--- src/logic/host_power_map.svh ---
// Offsets, field positions, reset values and timing counts of the host-domain bank
`ifndef HOST_POWER_MAP_SVH
`define HOST_POWER_MAP_SVH
// ****************************************
// Register offsets
// ****************************************
`define BRST_OFS        16'h4000
`define DOZE_OFS        16'h4004
`define PEND_OFS        16'h4008
`define FORCE_OFS       16'h400C
`define CFG_OFS         16'h4010
`define PINCR_OFS       16'h4014
// ****************************************
// Field positions and masks
// ****************************************
`define BRST_MAC_BIT    0
`define BRST_BB_BIT     1
`define BRST_HBUS_BIT   4
`define BRST_MASK       32'h0000_0013
`define BRST_RESET      32'h0000_0003
`define DOZE_SEL_LSB    16
`define DOZE_RELOAD_BIT 18
`define DOZE_WRPOL_BIT  19
`define DOZE_PEER_BIT   20
`define DOZE_STAT_BIT   21
`define DOZE_MASK       32'h003F_FFFF
`define DOZE_RESET      32'h0001_0000
`define FORCE_DOZE_BIT  0
`define FORCE_WAKE_BIT  1
`define CFG_CLKSRC_BIT  1
`define CFG_CLKSTOP_BIT 2
`define CFG_ASSOC_LSB   5
`define CFG_BEFIX_BIT   10
`define CFG_IRQDOZE_BIT 11
`define CFG_IRQWAKE_BIT 13
`define CFG_LEDHOLD_BIT 14
`define CFG_IDLEOFF_BIT 23
`define CFG_MASK        32'h00FE_6FE6
`define CFG_RESET       32'h0000_0000
`define PIN_SEL_LSB     12
`define PIN_EN_BIT      15
`define PIN_POL_BIT     16
`define PINCR_MASK      32'h0001_FFFF
`define PINCR_RESET     32'h0000_0000
// ****************************************
// Timing
// ****************************************
`define CLK_PERIOD_NS   50
`define HBUS_HOLD_CYC   64
`define DOZE_UNIT_NS    128000
`define DOZE_UNIT_CYC   (`DOZE_UNIT_NS / `CLK_PERIOD_NS)
`define LED_HOLD_NS     20000000
`define LED_HOLD_CYC    (`LED_HOLD_NS / `CLK_PERIOD_NS)
`define PERF_PRESCALE   256
`endif

--- src/logic/host_power_pkg.sv ---
// Types shared by the host-domain power and pin control bank
package host_power_pkg;
  typedef enum logic [1:0] {
    SEL_WAKE = 2'b00,
    SEL_DOZE = 2'b01,
    SEL_AUTO = 2'b10,
    SEL_RSVD = 2'b11
  } doze_sel_t;
  typedef enum logic {
    ST_AWAKE = 1'b0,
    ST_DOZE  = 1'b1
  } doze_state_t;
  typedef enum logic [1:0] {
    PIN_NEVER  = 2'b00,
    PIN_LOW    = 2'b01,
    PIN_HIGH   = 2'b10,
    PIN_ALWAYS = 2'b11
  } pin_mode_t;
endpackage

--- src/logic/sync3.sv ---
// Three-stage synchroniser whose output moves only when stages two and three agree
module sync3 #(
  parameter int W = 1
)(
  input  wire logic         clk_sys_i,
  input  wire logic         rst_n_i,
  input  wire logic [W-1:0] async_i,
  output logic      [W-1:0] sync_o
);
  logic [W-1:0] s1;
  logic [W-1:0] s2;
  logic [W-1:0] s3;
  // ****************************************
  // Capture chain and agreement filter
  // ****************************************
  always_ff @(posedge clk_sys_i) begin
    if (!rst_n_i) begin
      s1     <= '0;
      s2     <= '0;
      s3     <= '0;
      sync_o <= '0;
    end else begin
      s1     <= async_i;
      s2     <= s1;
      s3     <= s2;
      sync_o <= (s2 & ~(s2 ^ s3)) | (sync_o & (s2 ^ s3));
    end
  end
endmodule

--- src/logic/doze_timer.sv ---
// Doze duration counter in 128 us units with load and restart policies
`include "host_power_map.svh"
module doze_timer (
  input  wire logic        clk_sys_i,
  input  wire logic        rst_n_i,
  input  wire logic        len_wr_i,
  input  wire logic [15:0] len_i,
  input  wire logic        write_policy_i,
  input  wire logic        restart_policy_i,
  input  wire logic        beacon_target_time_i,
  input  wire logic        awake_i,
  output logic             busy_o
);
  localparam int UNIT = `DOZE_UNIT_CYC;
  localparam int PW   = $clog2(UNIT);
  logic [PW-1:0] pre;
  logic [15:0]   count;
  wire           unit_end = (pre == PW'(UNIT - 1));
  wire           restart  = beacon_target_time_i && awake_i &&
                            (!restart_policy_i || count == 16'h0);
  // ****************************************
  // Counter: write wins over restart, then count down
  // ****************************************
  always_ff @(posedge clk_sys_i) begin
    if (!rst_n_i) begin
      pre   <= '0;
      count <= 16'h0;
    end else if (len_wr_i) begin
      pre   <= '0;
      count <= write_policy_i ? 16'h0 : len_i;
    end else if (restart) begin
      pre   <= '0;
      count <= len_i;
    end else if (count != 16'h0) begin
      pre   <= unit_end ? '0 : PW'(pre + 1'b1);
      count <= unit_end ? 16'(count - 1'b1) : count;
    end
  end
  assign busy_o = (count != 16'h0);
endmodule

--- src/logic/host_domain_power_gpio_regs.sv ---
// Host-domain reset, doze, configuration and pin control register bank
// ****************************************
// Overview of operation
// Reset bit 1 holds baseband; bit 4 holds host bus, self-clears after 64 clocks.
// Reset bit 0 holds the MAC core in warm reset.
// Doze length gives sleep time in 128 us units.
// Doze select: 00 wake, 01 doze, 10 automatic; 11 never written.
// Beacon time restarts counter when awake; policy 1 only once expired.
// Doze length write loads counter, or clears it when policy bit set.
// Bit 20 picks infrastructure or peer network doze policy.
// Counter top bit setting raises statistics interrupt only when enabled.
// Pending bit mirrors the active-low host interrupt output.
// Force register: bit 0 dozes now, bit 1 wakes now, reads zero.
// Clock source and clock-stop permit reset low, then load from memory.
// Software writes association state into bits 6 to 5.
// Bit 10 clear keeps byte-enable fix active.
// Bit 11 clear blocks host interrupt while dozing or about to.
// Bit 13 clear keeps chip awake while interrupt pending.
// Bit 14 clear holds doze indication 20 ms after wake.
// Status bit 16 reads one while dozing.
// Bit 23 turns idle associated indicator off instead of slow blink.
// Bits 25 to 24 report low clock rate.
// Each pin has two-bit drive mode: never, low, high, always.
// Bits 14 to 12 choose the pin interrupt source.
// Enabled pin interrupt follows selected input at chosen level.
// Warm reset clears pin control when host bus hold is set.
// ****************************************
`include "host_power_map.svh"
module host_domain_power_gpio_regs #(
  parameter int PIN_COUNT    = 6,
  parameter int LED_HOLD_CYC = `LED_HOLD_CYC
)(
  input  wire logic                  clk_sys_i,
  input  wire logic                  rst_n_i,
  input  wire logic                  warm_rst_i,
  input  wire logic [15:0]           reg_addr_i,
  input  wire logic                  reg_wr_i,
  input  wire logic                  reg_rd_i,
  input  wire logic [31:0]           reg_wdata_i,
  output logic      [31:0]           reg_rdata_o,
  input  wire logic                  beacon_target_time_i,
  input  wire logic                  irq_req_i,
  input  wire logic                  sleep_clk_i,
  input  wire logic                  cfg_load_i,
  input  wire logic                  cfg_clk_src_i,
  input  wire logic                  cfg_clk_stop_i,
  input  wire logic [1:0]            low_clock_rate_i,
  input  wire logic [PIN_COUNT-1:0]  pin_out_value_i,
  input  wire logic [PIN_COUNT-1:0]  pin_in_i,
  output logic                       mac_core_hold_o,
  output logic                       baseband_hold_o,
  output logic                       host_bus_hold_o,
  output logic                       asleep_o,
  output host_power_pkg::doze_sel_t  doze_sel_o,
  output logic                       peer_network_doze_policy_o,
  output logic                       host_irq_n_o,
  output logic                       stat_irq_o,
  output logic                       low_clock_source_o,
  output logic                       clock_stop_permit_o,
  output logic      [1:0]            assoc_state_o,
  output logic                       byte_enable_fix_en_o,
  output logic                       indicator_doze_o,
  output logic                       idle_indicator_off_o,
  output logic      [PIN_COUNT-1:0]  pin_o,
  output logic      [PIN_COUNT-1:0]  pin_oe_o,
  output logic                       pin_irq_o
);
  import host_power_pkg::*;

  localparam int LW = $clog2(LED_HOLD_CYC + 1);

  // Parameter checks
  if (PIN_COUNT < 1 || PIN_COUNT > 6) begin : g_bad_pins
    $error("PIN_COUNT must lie between 1 and 6");
  end
  if (LED_HOLD_CYC < 1) begin : g_bad_hold
    $error("LED_HOLD_CYC must be at least 1");
  end

  // ****************************************
  // Decoding
  // ****************************************
  function automatic logic drive_en(input logic [1:0] mode, input logic dout);
    logic en;
    en = 1'b0;
    unique case (pin_mode_t'(mode))
      PIN_NEVER:  en = 1'b0;
      PIN_LOW:    en = !dout;
      PIN_HIGH:   en = dout;
      PIN_ALWAYS: en = 1'b1;
    endcase
    return en;
  endfunction

  logic [31:0]        block_reset_control;
  logic [31:0]        doze_control;
  logic [31:0]        cfg;
  logic [31:0]        pincr;
  logic [5:0]         hold_cnt;
  logic               force_doze;
  logic               force_wake;
  logic               host_irq_n;
  doze_state_t        state;
  doze_state_t        next_state;
  logic [LW-1:0]      led_cnt;
  logic [LW-1:0]      next_led_cnt;
  logic [PIN_COUNT-1:0] pin_sync;
  logic               sclk_sync;
  logic               sclk_prev;
  logic [7:0]         perf_pre;
  logic [23:0]        perf_cnt [2];
  logic [1:0]         msb_rise;
  logic [PIN_COUNT-1:0] drive;
  logic               doze_busy;

  // Address decode
  wire sel_reset_ctl = (reg_addr_i == `BRST_OFS);
  wire sel_doze_ctl  = (reg_addr_i == `DOZE_OFS);
  wire sel_pend      = (reg_addr_i == `PEND_OFS);
  wire sel_force     = (reg_addr_i == `FORCE_OFS);
  wire sel_cfg       = (reg_addr_i == `CFG_OFS);
  wire sel_pin       = (reg_addr_i == `PINCR_OFS);
  wire wr_reset_ctl  = reg_wr_i && sel_reset_ctl;
  wire wr_doze_ctl   = reg_wr_i && sel_doze_ctl;
  wire wr_force      = reg_wr_i && sel_force;
  wire wr_cfg        = reg_wr_i && sel_cfg;
  wire wr_pin        = reg_wr_i && sel_pin;

  // ****************************************
  // Reset control
  // ****************************************
  // Bit 4 is only set by a write; it clears itself after the hold
  always_ff @(posedge clk_sys_i) begin
    if (!rst_n_i) begin
      block_reset_control <= `BRST_RESET;
      hold_cnt            <= 6'h0;
    end else if (wr_reset_ctl) begin
      block_reset_control <= reg_wdata_i & `BRST_MASK;
      hold_cnt            <= 6'h0;
    end else if (block_reset_control[`BRST_HBUS_BIT]) begin
      hold_cnt <= 6'(hold_cnt + 1'b1);
      if (hold_cnt == 6'(`HBUS_HOLD_CYC - 1)) begin
        block_reset_control[`BRST_HBUS_BIT] <= 1'b0;
      end
    end
  end

  assign mac_core_hold_o = block_reset_control[`BRST_MAC_BIT];
  assign baseband_hold_o = block_reset_control[`BRST_BB_BIT];
  assign host_bus_hold_o = block_reset_control[`BRST_HBUS_BIT];

  // ****************************************
  // Doze control and force commands
  // ****************************************
  // Doze control is untouched by warm reset
  always_ff @(posedge clk_sys_i) begin
    if (!rst_n_i) begin
      doze_control <= `DOZE_RESET;
    end else if (wr_doze_ctl) begin
      doze_control <= reg_wdata_i & `DOZE_MASK;
    end
  end

  // Force flags stay until the opposite command or a select write
  always_ff @(posedge clk_sys_i) begin
    if (!rst_n_i) begin
      force_doze <= 1'b0;
      force_wake <= 1'b0;
    end else if (wr_force) begin
      force_doze <= reg_wdata_i[`FORCE_DOZE_BIT] ||
                    (force_doze && !reg_wdata_i[`FORCE_WAKE_BIT]);
      force_wake <= reg_wdata_i[`FORCE_WAKE_BIT] ||
                    (force_wake && !reg_wdata_i[`FORCE_DOZE_BIT]);
    end else if (wr_doze_ctl) begin
      force_doze <= 1'b0;
      force_wake <= 1'b0;
    end
  end

  assign doze_sel_o                 = doze_sel_t'(doze_control[`DOZE_SEL_LSB +: 2]);
  assign peer_network_doze_policy_o = doze_control[`DOZE_PEER_BIT];

  // A write loads the length being written; a restart reloads the stored one
  wire [15:0] doze_len = wr_doze_ctl ? reg_wdata_i[15:0] : doze_control[15:0];

  doze_timer u_doze_timer (
    .clk_sys_i            (clk_sys_i),
    .rst_n_i              (rst_n_i),
    .len_wr_i             (wr_doze_ctl),
    .len_i                (doze_len),
    .write_policy_i       (reg_wdata_i[`DOZE_WRPOL_BIT]),
    .restart_policy_i     (doze_control[`DOZE_RELOAD_BIT]),
    .beacon_target_time_i (beacon_target_time_i),
    .awake_i              (state == ST_AWAKE),
    .busy_o               (doze_busy)
  );

  // Doze wish: force wake, then pending interrupt, then force doze, then select
  wire irq_keep  = irq_req_i && !cfg[`CFG_IRQWAKE_BIT];
  wire sel_doze  = (doze_sel_o == SEL_DOZE) ||
                   (doze_sel_o == SEL_AUTO && doze_busy);
  wire want_doze = !force_wake && !irq_keep && (force_doze || sel_doze);

  // State transition
  always_comb begin
    next_state = state;
    unique case (state)
      ST_AWAKE: next_state = want_doze ? ST_DOZE : ST_AWAKE;
      ST_DOZE:  next_state = want_doze ? ST_DOZE : ST_AWAKE;
    endcase
  end

  always_ff @(posedge clk_sys_i) begin
    if (!rst_n_i) begin
      state <= ST_DOZE;
    end else begin
      state <= next_state;
    end
  end

  assign asleep_o = (state == ST_DOZE);

  // ****************************************
  // Host interrupt gating
  // ****************************************
  wire irq_quiet = (asleep_o || want_doze) && !cfg[`CFG_IRQDOZE_BIT];

  always_ff @(posedge clk_sys_i) begin
    if (!rst_n_i) begin
      host_irq_n <= 1'b1;
    end else begin
      host_irq_n <= !(irq_req_i && !irq_quiet);
    end
  end

  assign host_irq_n_o = host_irq_n;

  // ****************************************
  // Configuration and status
  // ****************************************
  // Memory load wins over a software write in the same cycle
  always_ff @(posedge clk_sys_i) begin
    if (!rst_n_i) begin
      cfg <= `CFG_RESET;
    end else if (cfg_load_i) begin
      cfg[`CFG_CLKSRC_BIT]  <= cfg_clk_src_i;
      cfg[`CFG_CLKSTOP_BIT] <= cfg_clk_stop_i;
    end else if (wr_cfg) begin
      cfg <= reg_wdata_i & `CFG_MASK;
    end
  end

  assign low_clock_source_o   = cfg[`CFG_CLKSRC_BIT];
  assign clock_stop_permit_o  = cfg[`CFG_CLKSTOP_BIT];
  assign assoc_state_o        = cfg[`CFG_ASSOC_LSB +: 2];
  assign byte_enable_fix_en_o = !cfg[`CFG_BEFIX_BIT];
  assign idle_indicator_off_o = cfg[`CFG_IDLEOFF_BIT];

  // Indicator hold after wake
  wire leaving = asleep_o && (next_state == ST_AWAKE);
  always_comb begin
    next_led_cnt = led_cnt;
    if (leaving && !cfg[`CFG_LEDHOLD_BIT]) begin
      next_led_cnt = LW'(LED_HOLD_CYC);
    end else if (led_cnt != '0) begin
      next_led_cnt = LW'(led_cnt - 1'b1);
    end
  end

  always_ff @(posedge clk_sys_i) begin
    if (!rst_n_i) begin
      led_cnt          <= '0;
      indicator_doze_o <= 1'b1;
    end else begin
      led_cnt          <= next_led_cnt;
      indicator_doze_o <= (next_state == ST_DOZE) || (next_led_cnt != '0);
    end
  end

  // ****************************************
  // Doze performance counters on the low clock
  // ****************************************
  sync3 #(.W(1)) u_sclk_sync (
    .clk_sys_i (clk_sys_i),
    .rst_n_i   (rst_n_i),
    .async_i   (sleep_clk_i),
    .sync_o    (sclk_sync)
  );

  wire sclk_edge = sclk_sync && !sclk_prev;
  wire unit_tick = sclk_edge && (perf_pre == 8'(`PERF_PRESCALE - 1));

  always_ff @(posedge clk_sys_i) begin
    if (!rst_n_i) begin
      sclk_prev <= 1'b0;
      perf_pre  <= 8'h0;
    end else begin
      sclk_prev <= sclk_sync;
      perf_pre  <= sclk_edge ? 8'(perf_pre + 1'b1) : perf_pre;
    end
  end

  // Counter 0 counts awake time, counter 1 doze time
  for (genvar k = 0; k < 2; k++) begin : g_perf
    wire hit = unit_tick && (state == doze_state_t'(k));
    assign msb_rise[k] = hit && (perf_cnt[k] == 24'h7F_FFFF);
    always_ff @(posedge clk_sys_i) begin
      if (!rst_n_i) begin
        perf_cnt[k] <= 24'h0;
      end else if (hit) begin
        perf_cnt[k] <= 24'(perf_cnt[k] + 1'b1);
      end
    end
  end

  always_ff @(posedge clk_sys_i) begin
    if (!rst_n_i) begin
      stat_irq_o <= 1'b0;
    end else begin
      stat_irq_o <= doze_control[`DOZE_STAT_BIT] && (|msb_rise);
    end
  end

  // ****************************************
  // Pin drive and pin interrupt
  // ****************************************
  always_ff @(posedge clk_sys_i) begin
    if (!rst_n_i) begin
      pincr <= `PINCR_RESET;
    end else if (warm_rst_i && block_reset_control[`BRST_HBUS_BIT]) begin
      pincr <= `PINCR_RESET;
    end else if (wr_pin) begin
      pincr <= reg_wdata_i & `PINCR_MASK;
    end
  end

  for (genvar i = 0; i < PIN_COUNT; i++) begin : g_pin
    assign drive[i] = drive_en(pincr[2*i +: 2], pin_out_value_i[i]);
  end

  always_ff @(posedge clk_sys_i) begin
    if (!rst_n_i) begin
      pin_o    <= '0;
      pin_oe_o <= '0;
    end else begin
      pin_o    <= pin_out_value_i;
      pin_oe_o <= drive;
    end
  end

  sync3 #(.W(PIN_COUNT)) u_pin_sync (
    .clk_sys_i (clk_sys_i),
    .rst_n_i   (rst_n_i),
    .async_i   (pin_in_i),
    .sync_o    (pin_sync)
  );

  wire [2:0] irq_src   = pincr[`PIN_SEL_LSB +: 3];
  wire       src_ok    = (32'(irq_src) < PIN_COUNT);
  wire       src_level = src_ok ? pin_sync[irq_src] : 1'b0;

  always_ff @(posedge clk_sys_i) begin
    if (!rst_n_i) begin
      pin_irq_o <= 1'b0;
    end else begin
      pin_irq_o <= pincr[`PIN_EN_BIT] && src_ok &&
                   (src_level == pincr[`PIN_POL_BIT]);
    end
  end

  // ****************************************
  // Read path
  // ****************************************
  wire [31:0] cfg_view = {6'h0, low_clock_rate_i, cfg[23:17], asleep_o,
                          cfg[15:0]};
  wire [31:0] rd_mux = sel_reset_ctl ? block_reset_control :
                       sel_doze_ctl  ? doze_control :
                       sel_pend      ? {31'h0, !host_irq_n} :
                       sel_cfg       ? cfg_view :
                       sel_pin       ? pincr : 32'h0;

  always_ff @(posedge clk_sys_i) begin
    if (!rst_n_i) begin
      reg_rdata_o <= 32'h0;
    end else begin
      reg_rdata_o <= reg_rd_i ? rd_mux : 32'h0;
    end
  end
endmodule

--- config.mk ---
export PLATFORM = sky130hd
export DESIGN_NAME = host_domain_power_gpio_regs
export DESIGN_NICKNAME = d
export VERILOG_FILES = /design/src/logic/host_power_pkg.sv /design/src/logic/sync3.sv /design/src/logic/doze_timer.sv /design/src/logic/host_domain_power_gpio_regs.sv
export VERILOG_INCLUDE_DIRS = /design/src /design/src/logic
export SDC_FILE = /design/constraint.sdc
export NUM_CORES = 1
export LEC_CHECK = 0
export BUFFER_PORTS_ARGS = -buffer_cell sky130_fd_sc_hd__buf_2
export CAP_MARGIN = 20
export CORE_MARGIN = 2
export CORE_UTILIZATION = 58
export DETAILED_ROUTE_END_ITERATION = 16
export PLACE_DENSITY = 0.8
export SLEW_MARGIN = 20
export SYNTH_ARGS = -nofsm -noshare
export SYNTH_HDL_FRONTEND = slang
export SYNTH_SLANG_ARGS = --single-unit
--- constraint.sdc ---
create_clock -name clk_sys_i -period 3.7 [get_ports clk_sys_i]
set_input_delay 0.185 -clock clk_sys_i [delete_from_list [all_inputs] [get_ports clk_sys_i]]
set_output_delay 0.185 -clock clk_sys_i [all_outputs]
set_load 0.02 [all_outputs]
Word-level counts from Yosys, hierarchy flattened --
Memory sizes are Yosys's and may differ from the RTL's. Index checks and enable logic that the tools add are counted.
Storage, ports and cells: flip-flop bits (word level) 201, bits in writable memories 48, word-level logic and storage cells 210, memories kept 1
Memory list:
- perf_cnt | depth 2, width 24, rd ports 2, clocked after Yosys merged registers in 0, wr ports 2, RTL line host_domain_power_gpio_regs.sv:111 | logic [23:0] perf_cnt [2];
Cells by class: add/sub/neg operators 7, magnitude comparators 2, equal/unequal tests 32, mux-type cells 41, bitwise logic cells 17, reductions and logical operators 77
Operators with widths (number):
- 16-bit by 15-bit equality test with 1-bit output (second input constant) | 6
- 16-bit two-way mux | 6
- 24-bit by 1-bit adder with 24-bit output (second input constant) | 2
- 24-bit by 23-bit equality test with 1-bit output (second input constant) | 2
- 24-bit two-way mux | 2
- 22-bit two-way mux | 2
- 19-bit two-way mux | 2
- 19-bit nonzero test | 2
- 1-bit logical AND | 27
- 2-bit equality test (second input constant) | 13
- 26-bit two-way mux | 1
- 1-bit case mux with 4 select lines | 6
- 1-bit logical NOT | 19
- 19-bit by 1-bit subtractor with 19-bit output (second input constant) | 1
- 17-bit two-way mux | 1
- 16-bit logical NOT | 1
- 1-bit two-way mux | 16
- 16-bit nonzero test | 1
- 16-bit by 1-bit subtractor with 16-bit output (second input constant) | 1
- 2-bit by 1-bit equality test with 1-bit output (second input constant) | 7
- 12-bit by 1-bit adder with 12-bit output (second input constant) | 1
- 6-bit bitwise AND | 2
- 12-bit equality test (second input constant) | 1
- 2-bit logical NOT | 6
- 27 further kinds | 48

Logic depth before layout (Yosys ltp) --
word-level depth 12, depth in mapped cells 10

Hierarchy --
From an unflattened synthesis, not the netlist that was laid out.
Unflattened totals: cell total of the unflattened synthesis 1195, area, all modules 11095.6 um^2
By module, submodules not included:
- host_domain_power_gpio_regs | times used 1, cells an instance 885, area each 8311.7 um^2, seq. area each 4224.1 um^2
- doze_timer | times used 1, cells an instance 237, area each 1915.6 um^2, seq. area each 560.5 um^2
- sync3 (u_pin_sync) | times used 1, cells an instance 63, area each 752.0 um^2, seq. area each 480.5 um^2
- sync3 (u_sclk_sync) | times used 1, cells an instance 10, area each 116.4 um^2, seq. area each 80.1 um^2

Worst setup path after synthesis --
No wires, ideal clock.
kind register to register, start register with a tool-made name, end memory perf_cnt[0][0], enable pin, library setup time 438 ps, arrival 2716 ps, data required time 3262 ps, slack 546 ps, stages on the path, launching flop included 5, path buffers 0, clock period less this slack 3154 ps, path through dfxtp_1 nor2b_1 and3_1 nand3_1 o21ai_0
RTL lines (RTL line):
- end: declaration | host_domain_power_gpio_regs.sv:111

Worst setup path in the final report --
start register led_cnt[0], end register indicator_doze_o
On the way: word-level cells in the longest chain between the ends 5, elaborated cells on any way between the ends 6, classes of those cells add/sub: 1; mux: 2; reduce/logical: 3
Ends and longest elaborated chain:
- start: declaration | RTL line host_domain_power_gpio_regs.sv:105 | logic [LW-1:0] led_cnt;
- start signal: assignment | RTL line host_domain_power_gpio_regs.sv:275 | led_cnt <= next_led_cnt;
- 19-bit by 1-bit subtractor with 19-bit output or 19-bit nonzero test (tied branches) | RTL line host_domain_power_gpio_regs.sv:266, host_domain_power_gpio_regs.sv:265
- 19-bit two-way mux * | RTL line host_domain_power_gpio_regs.sv:265 | end else if (led_cnt != '0) begin
- 19-bit two-way mux * | RTL line host_domain_power_gpio_regs.sv:263 | if (leaving && !cfg[`CFG_LEDHOLD_BIT]) begin
- 19-bit nonzero test * | RTL line host_domain_power_gpio_regs.sv:276 | indicator_doze_o <= (next_state == ST_DOZE) || (next_led_cnt != '0);
- 1-bit logical OR * | RTL line host_domain_power_gpio_regs.sv:276
- end signal: assignment | RTL line host_domain_power_gpio_regs.sv:276
- end: declaration | RTL line host_domain_power_gpio_regs.sv:62 | output logic indicator_doze_o,
Every way passes the cells marked *; elsewhere a longest branch is shown, timed or not. A chain may end at the register's enable or synchronous reset.

==> impl_metrics.ini <==
[status]
status = complete, no violations

[floorplan]
core-area_sq_um = 18600
rows = 50
chipHeight_microns = 142
die_area_sq_um = 20100
initial_core_util = 0.590
io_pins = 134
die-width_microns = 142

[worst_setup_path]
reg2reg_depth = 8
crit_path_start_kind = register
cp.required_ps = 4100
cp_max_fo = 9
cpPeakStageDelay_ps = 660
arrival_ps = 3380
endpoint_kind = register
cp_cell_sequence = inv_1 > ha_1 > or4b_1 > nor3_4 > nand2_1 > o31ai_1 > nand4b_1 > or4_1
worstSetupPathType = reg2reg
crit_slowest_cell = or4b_1

[logic_synthesis]
synth_cells = 1211
synth_area_sq_um = 11000
synth.avg_cell_area_sq_um = 9.08
synth_top_area_frac = 0.355
synth-edff-count = 48
yosysWarningCount = 0
yosys.area.top_type = dfxtp_1
ys_ff_latch = 243
synth.yosys.seq_area_share = 0.486
synth_flop_cell = dfxtp_1
synth_cell_types = 65
synth.area.top_cells = dfxtp_1 36%, edfxtp_1 13%, nand2_1 5.9%, nor2_1 4.9%, xor2_1 3.8%
async_flop_share = 0

[placed_design]
dp_hpwl_microns = 17400
gp_congestion = 0.856
io_buffers = 119
post-place-cells = 1512

[grt]
use_met1 = 0.339
use_met3 = 0.0381
grt_pass1_wl_microns = 43700
grt_start_max_net_pins = 76
grt_overflow = 0
grt-busiest-layer = met2
track_usage = 0.266
use_met2 = 0.461
antenna_found_initial = 0
first_global_vias = 8855

[route]
drc = 0
drtIter0Drc = 721
vias = 9283
viasPerCell = 5.79
routedWlPerCell_microns = 16.8
wl_microns = 26900
drtAntennaViolNets = 0
first_pass_iters = 5

[layout]
drive_above_1_share = 0.156
num-fill-cells = 1371
nets = 1430
fin_cells = 1602
num_antenna_cells = 0
syn2layout_area_growth_pct = 18.8

[timing]
finalCriticalPeriod_ps = 2980
finalSetupViolations = 0
rsz0062_at_grt = no
fmax_ghz = 0.336
min_period_over_period = 0.805
tns_ps = 0
hold_viol = 0
slew_headroom = 0.338
tightest_slew_ps = 991
fin_skew_ps = 15.1
slew_viol_final = 0

[clocking]
htree_num_levels = 1
hold_buffers = 44
clk_latency_ps = 540
postCtsSetupBuffers = 0
cts_tree = yes
numCtsBuffers = 25
cts_root_buf = clkbuf_16
clock-sinks = 243
clkSlewWorstSetupHoldPaths_ps = 60
clockBufferDepth = 3
cts_resized = 0

[power]
power.density_nw_per_um2 = 488
power.leakage_nw = 4.95
ir_drop_uv = 358
power_mw = 6.37

[flow_run]
maxCapViolations = 0

[hold_path]
hold_depth = 4
hold_path_class = in2reg
[area by class of cell]
cell class / count / area, sq um / share of cell area
Clock inverter: 14 / 218 / 0.0167
Clock buffer: 32 / 713 / 0.0546
Tap cell: 234 / 293 / 0.0224
Inverter: 15 / 56.3 / 0.00431
Multi-Input combinational cell: 885 / 5280 / 0.404
Sequential cell: 243 / 5350 / 0.409
Timing Repair Buffer: 179 / 1160 / 0.0887
[path summary, 6_finish.rpt]
path,from,to,slack [ps]
worst max-delay path,led_cnt[0]$_SDFF_PN0_,indicator_doze_o$_SDFF_PN1_,720
worst min-delay path,cfg_load_i,cfg[23]$_SDFFE_PN0P_,20
worst max register to register,led_cnt[0]$_SDFF_PN0_,indicator_doze_o$_SDFF_PN1_,720
worst min register to register,u_sclk_sync.s1$_SDFF_PN0_,u_sclk_sync.s2$_SDFF_PN0_,430
[flip-flops by register name (all words and copies together) (netlist names), 6 cells and up, named ones only]
register	flops
u_doze_timer.pre	12
u_pin_sync.s3	6
led_cnt	19
cfg	18
hold_cnt	6
pin_oe_o	6
pincr	17
reg_rdata_o	26
u_doze_timer.count	16
perf_cnt	48
pin_o	6
perf_pre	8
u_pin_sync.s1	6
doze_control	22
u_pin_sync.s2	6
[layer usage]
layer  share of wire  vias to the layer above
met4           0.030                        0
li1                -                     4484
met5               0                        -
met2            0.49                      341
met3           0.060                       69
met1            0.42                     4389
[worst max-delay path, delay by kind of cell (launching register included)]
kind	cells	cell delay (ps)
and+or+nand+nor	5	1860
AOI/OAI and AO/OA	1	280
DFF	1	370
adders and majority gates	1	270
buffers and inverters	1	80
[per-stage QoR]
step                hold WS (ps)  setup slack (ps)  cell area (sq um)   util
floorplan                    274               546              11000      -
global placement             392               766              11700  0.627
detailed placement           394               749              11700  0.627
CTS                         12.1               709              13100  0.701
global route                46.1               475              13100  0.701
finish                      21.7               720              13100  0.701
[report_power, final]
group | leakage [nW] | internal (mW) | switching [mW] | total (mW)
clock network | 0.460 | 1.72 | 1.07 | 2.80
registers | 2.04 | 2.78 | 0.0998 | 2.88
logic | 2.46 | 0.309 | 0.380 | 0.690
[cell usage after synthesis, drive strengths merged (17+ instances only)]
cell type  instances
a21boi            55
a21oi             38
a22oi             19
and2              38
buf               18
clkbuf            55
dfxtp            195
edfxtp            48
mux2i             17
nand2            174
nand3             44
nand4             31
nor2             143
nor3              19
o21ai             36
xnor2             35
xor2              48
[layout by cell type (no fill, tap or decap), types with 7 or more instances in the layout]
| cell type | netlist | layout |
|---|---|---|
| dlygate4sd3_1 | 0 | 44 |
| edfxtp_1 | 48 | 48 |
| mux2_2 | 13 | 13 |
| o211ai_1 | 7 | 7 |
| nand2_1 | 174 | 174 |
| xnor2_1 | 35 | 35 |
| nor3_1 | 17 | 17 |
| xor2_1 | 48 | 48 |
| inv_1 | 15 | 15 |
| nor2b_1 | 14 | 14 |
| nor2_1 | 143 | 142 |
| ha_1 | 8 | 8 |
| and3_1 | 15 | 15 |
| o22ai_1 | 7 | 7 |
| buf_2 | 3 | 118 |
| mux2i_1 | 17 | 17 |
| nor4_1 | 12 | 12 |
| a22oi_1 | 19 | 19 |
| and4_1 | 9 | 9 |
| nand4_1 | 31 | 31 |
| nand3b_1 | 10 | 10 |
| a21boi_0 | 54 | 54 |
| dfxtp_1 | 195 | 195 |
| a21oi_1 | 38 | 38 |
| and2_1 | 38 | 38 |
| buf_4 | 10 | 17 |
| o21ai_0 | 36 | 35 |
| nand3_1 | 43 | 43 |
| clkbuf_16 | 0 | 26 |
| nand2b_1 | 15 | 15 |
[cells by family (layout without fill, tap and decap cells)]
logic type | after synthesis | count (layout) | synth area share
AND/OR/NAND/NOR | 560 | 560 | 0.252
buffers and inverters | 88 | 240 | 0.0359
multiplexers | 32 | 32 | 0.0329
flip-flops | 243 | 243 | 0.486
other | 1 | 6 | 0.000341
AO/OA/AOI/OAI | 196 | 196 | 0.118
adder cells (fa/ha/maj) | 8 | 8 | 0.00911
XOR/XNOR | 83 | 83 | 0.0661
Note: power is estimated with default switching activity, not from simulation.
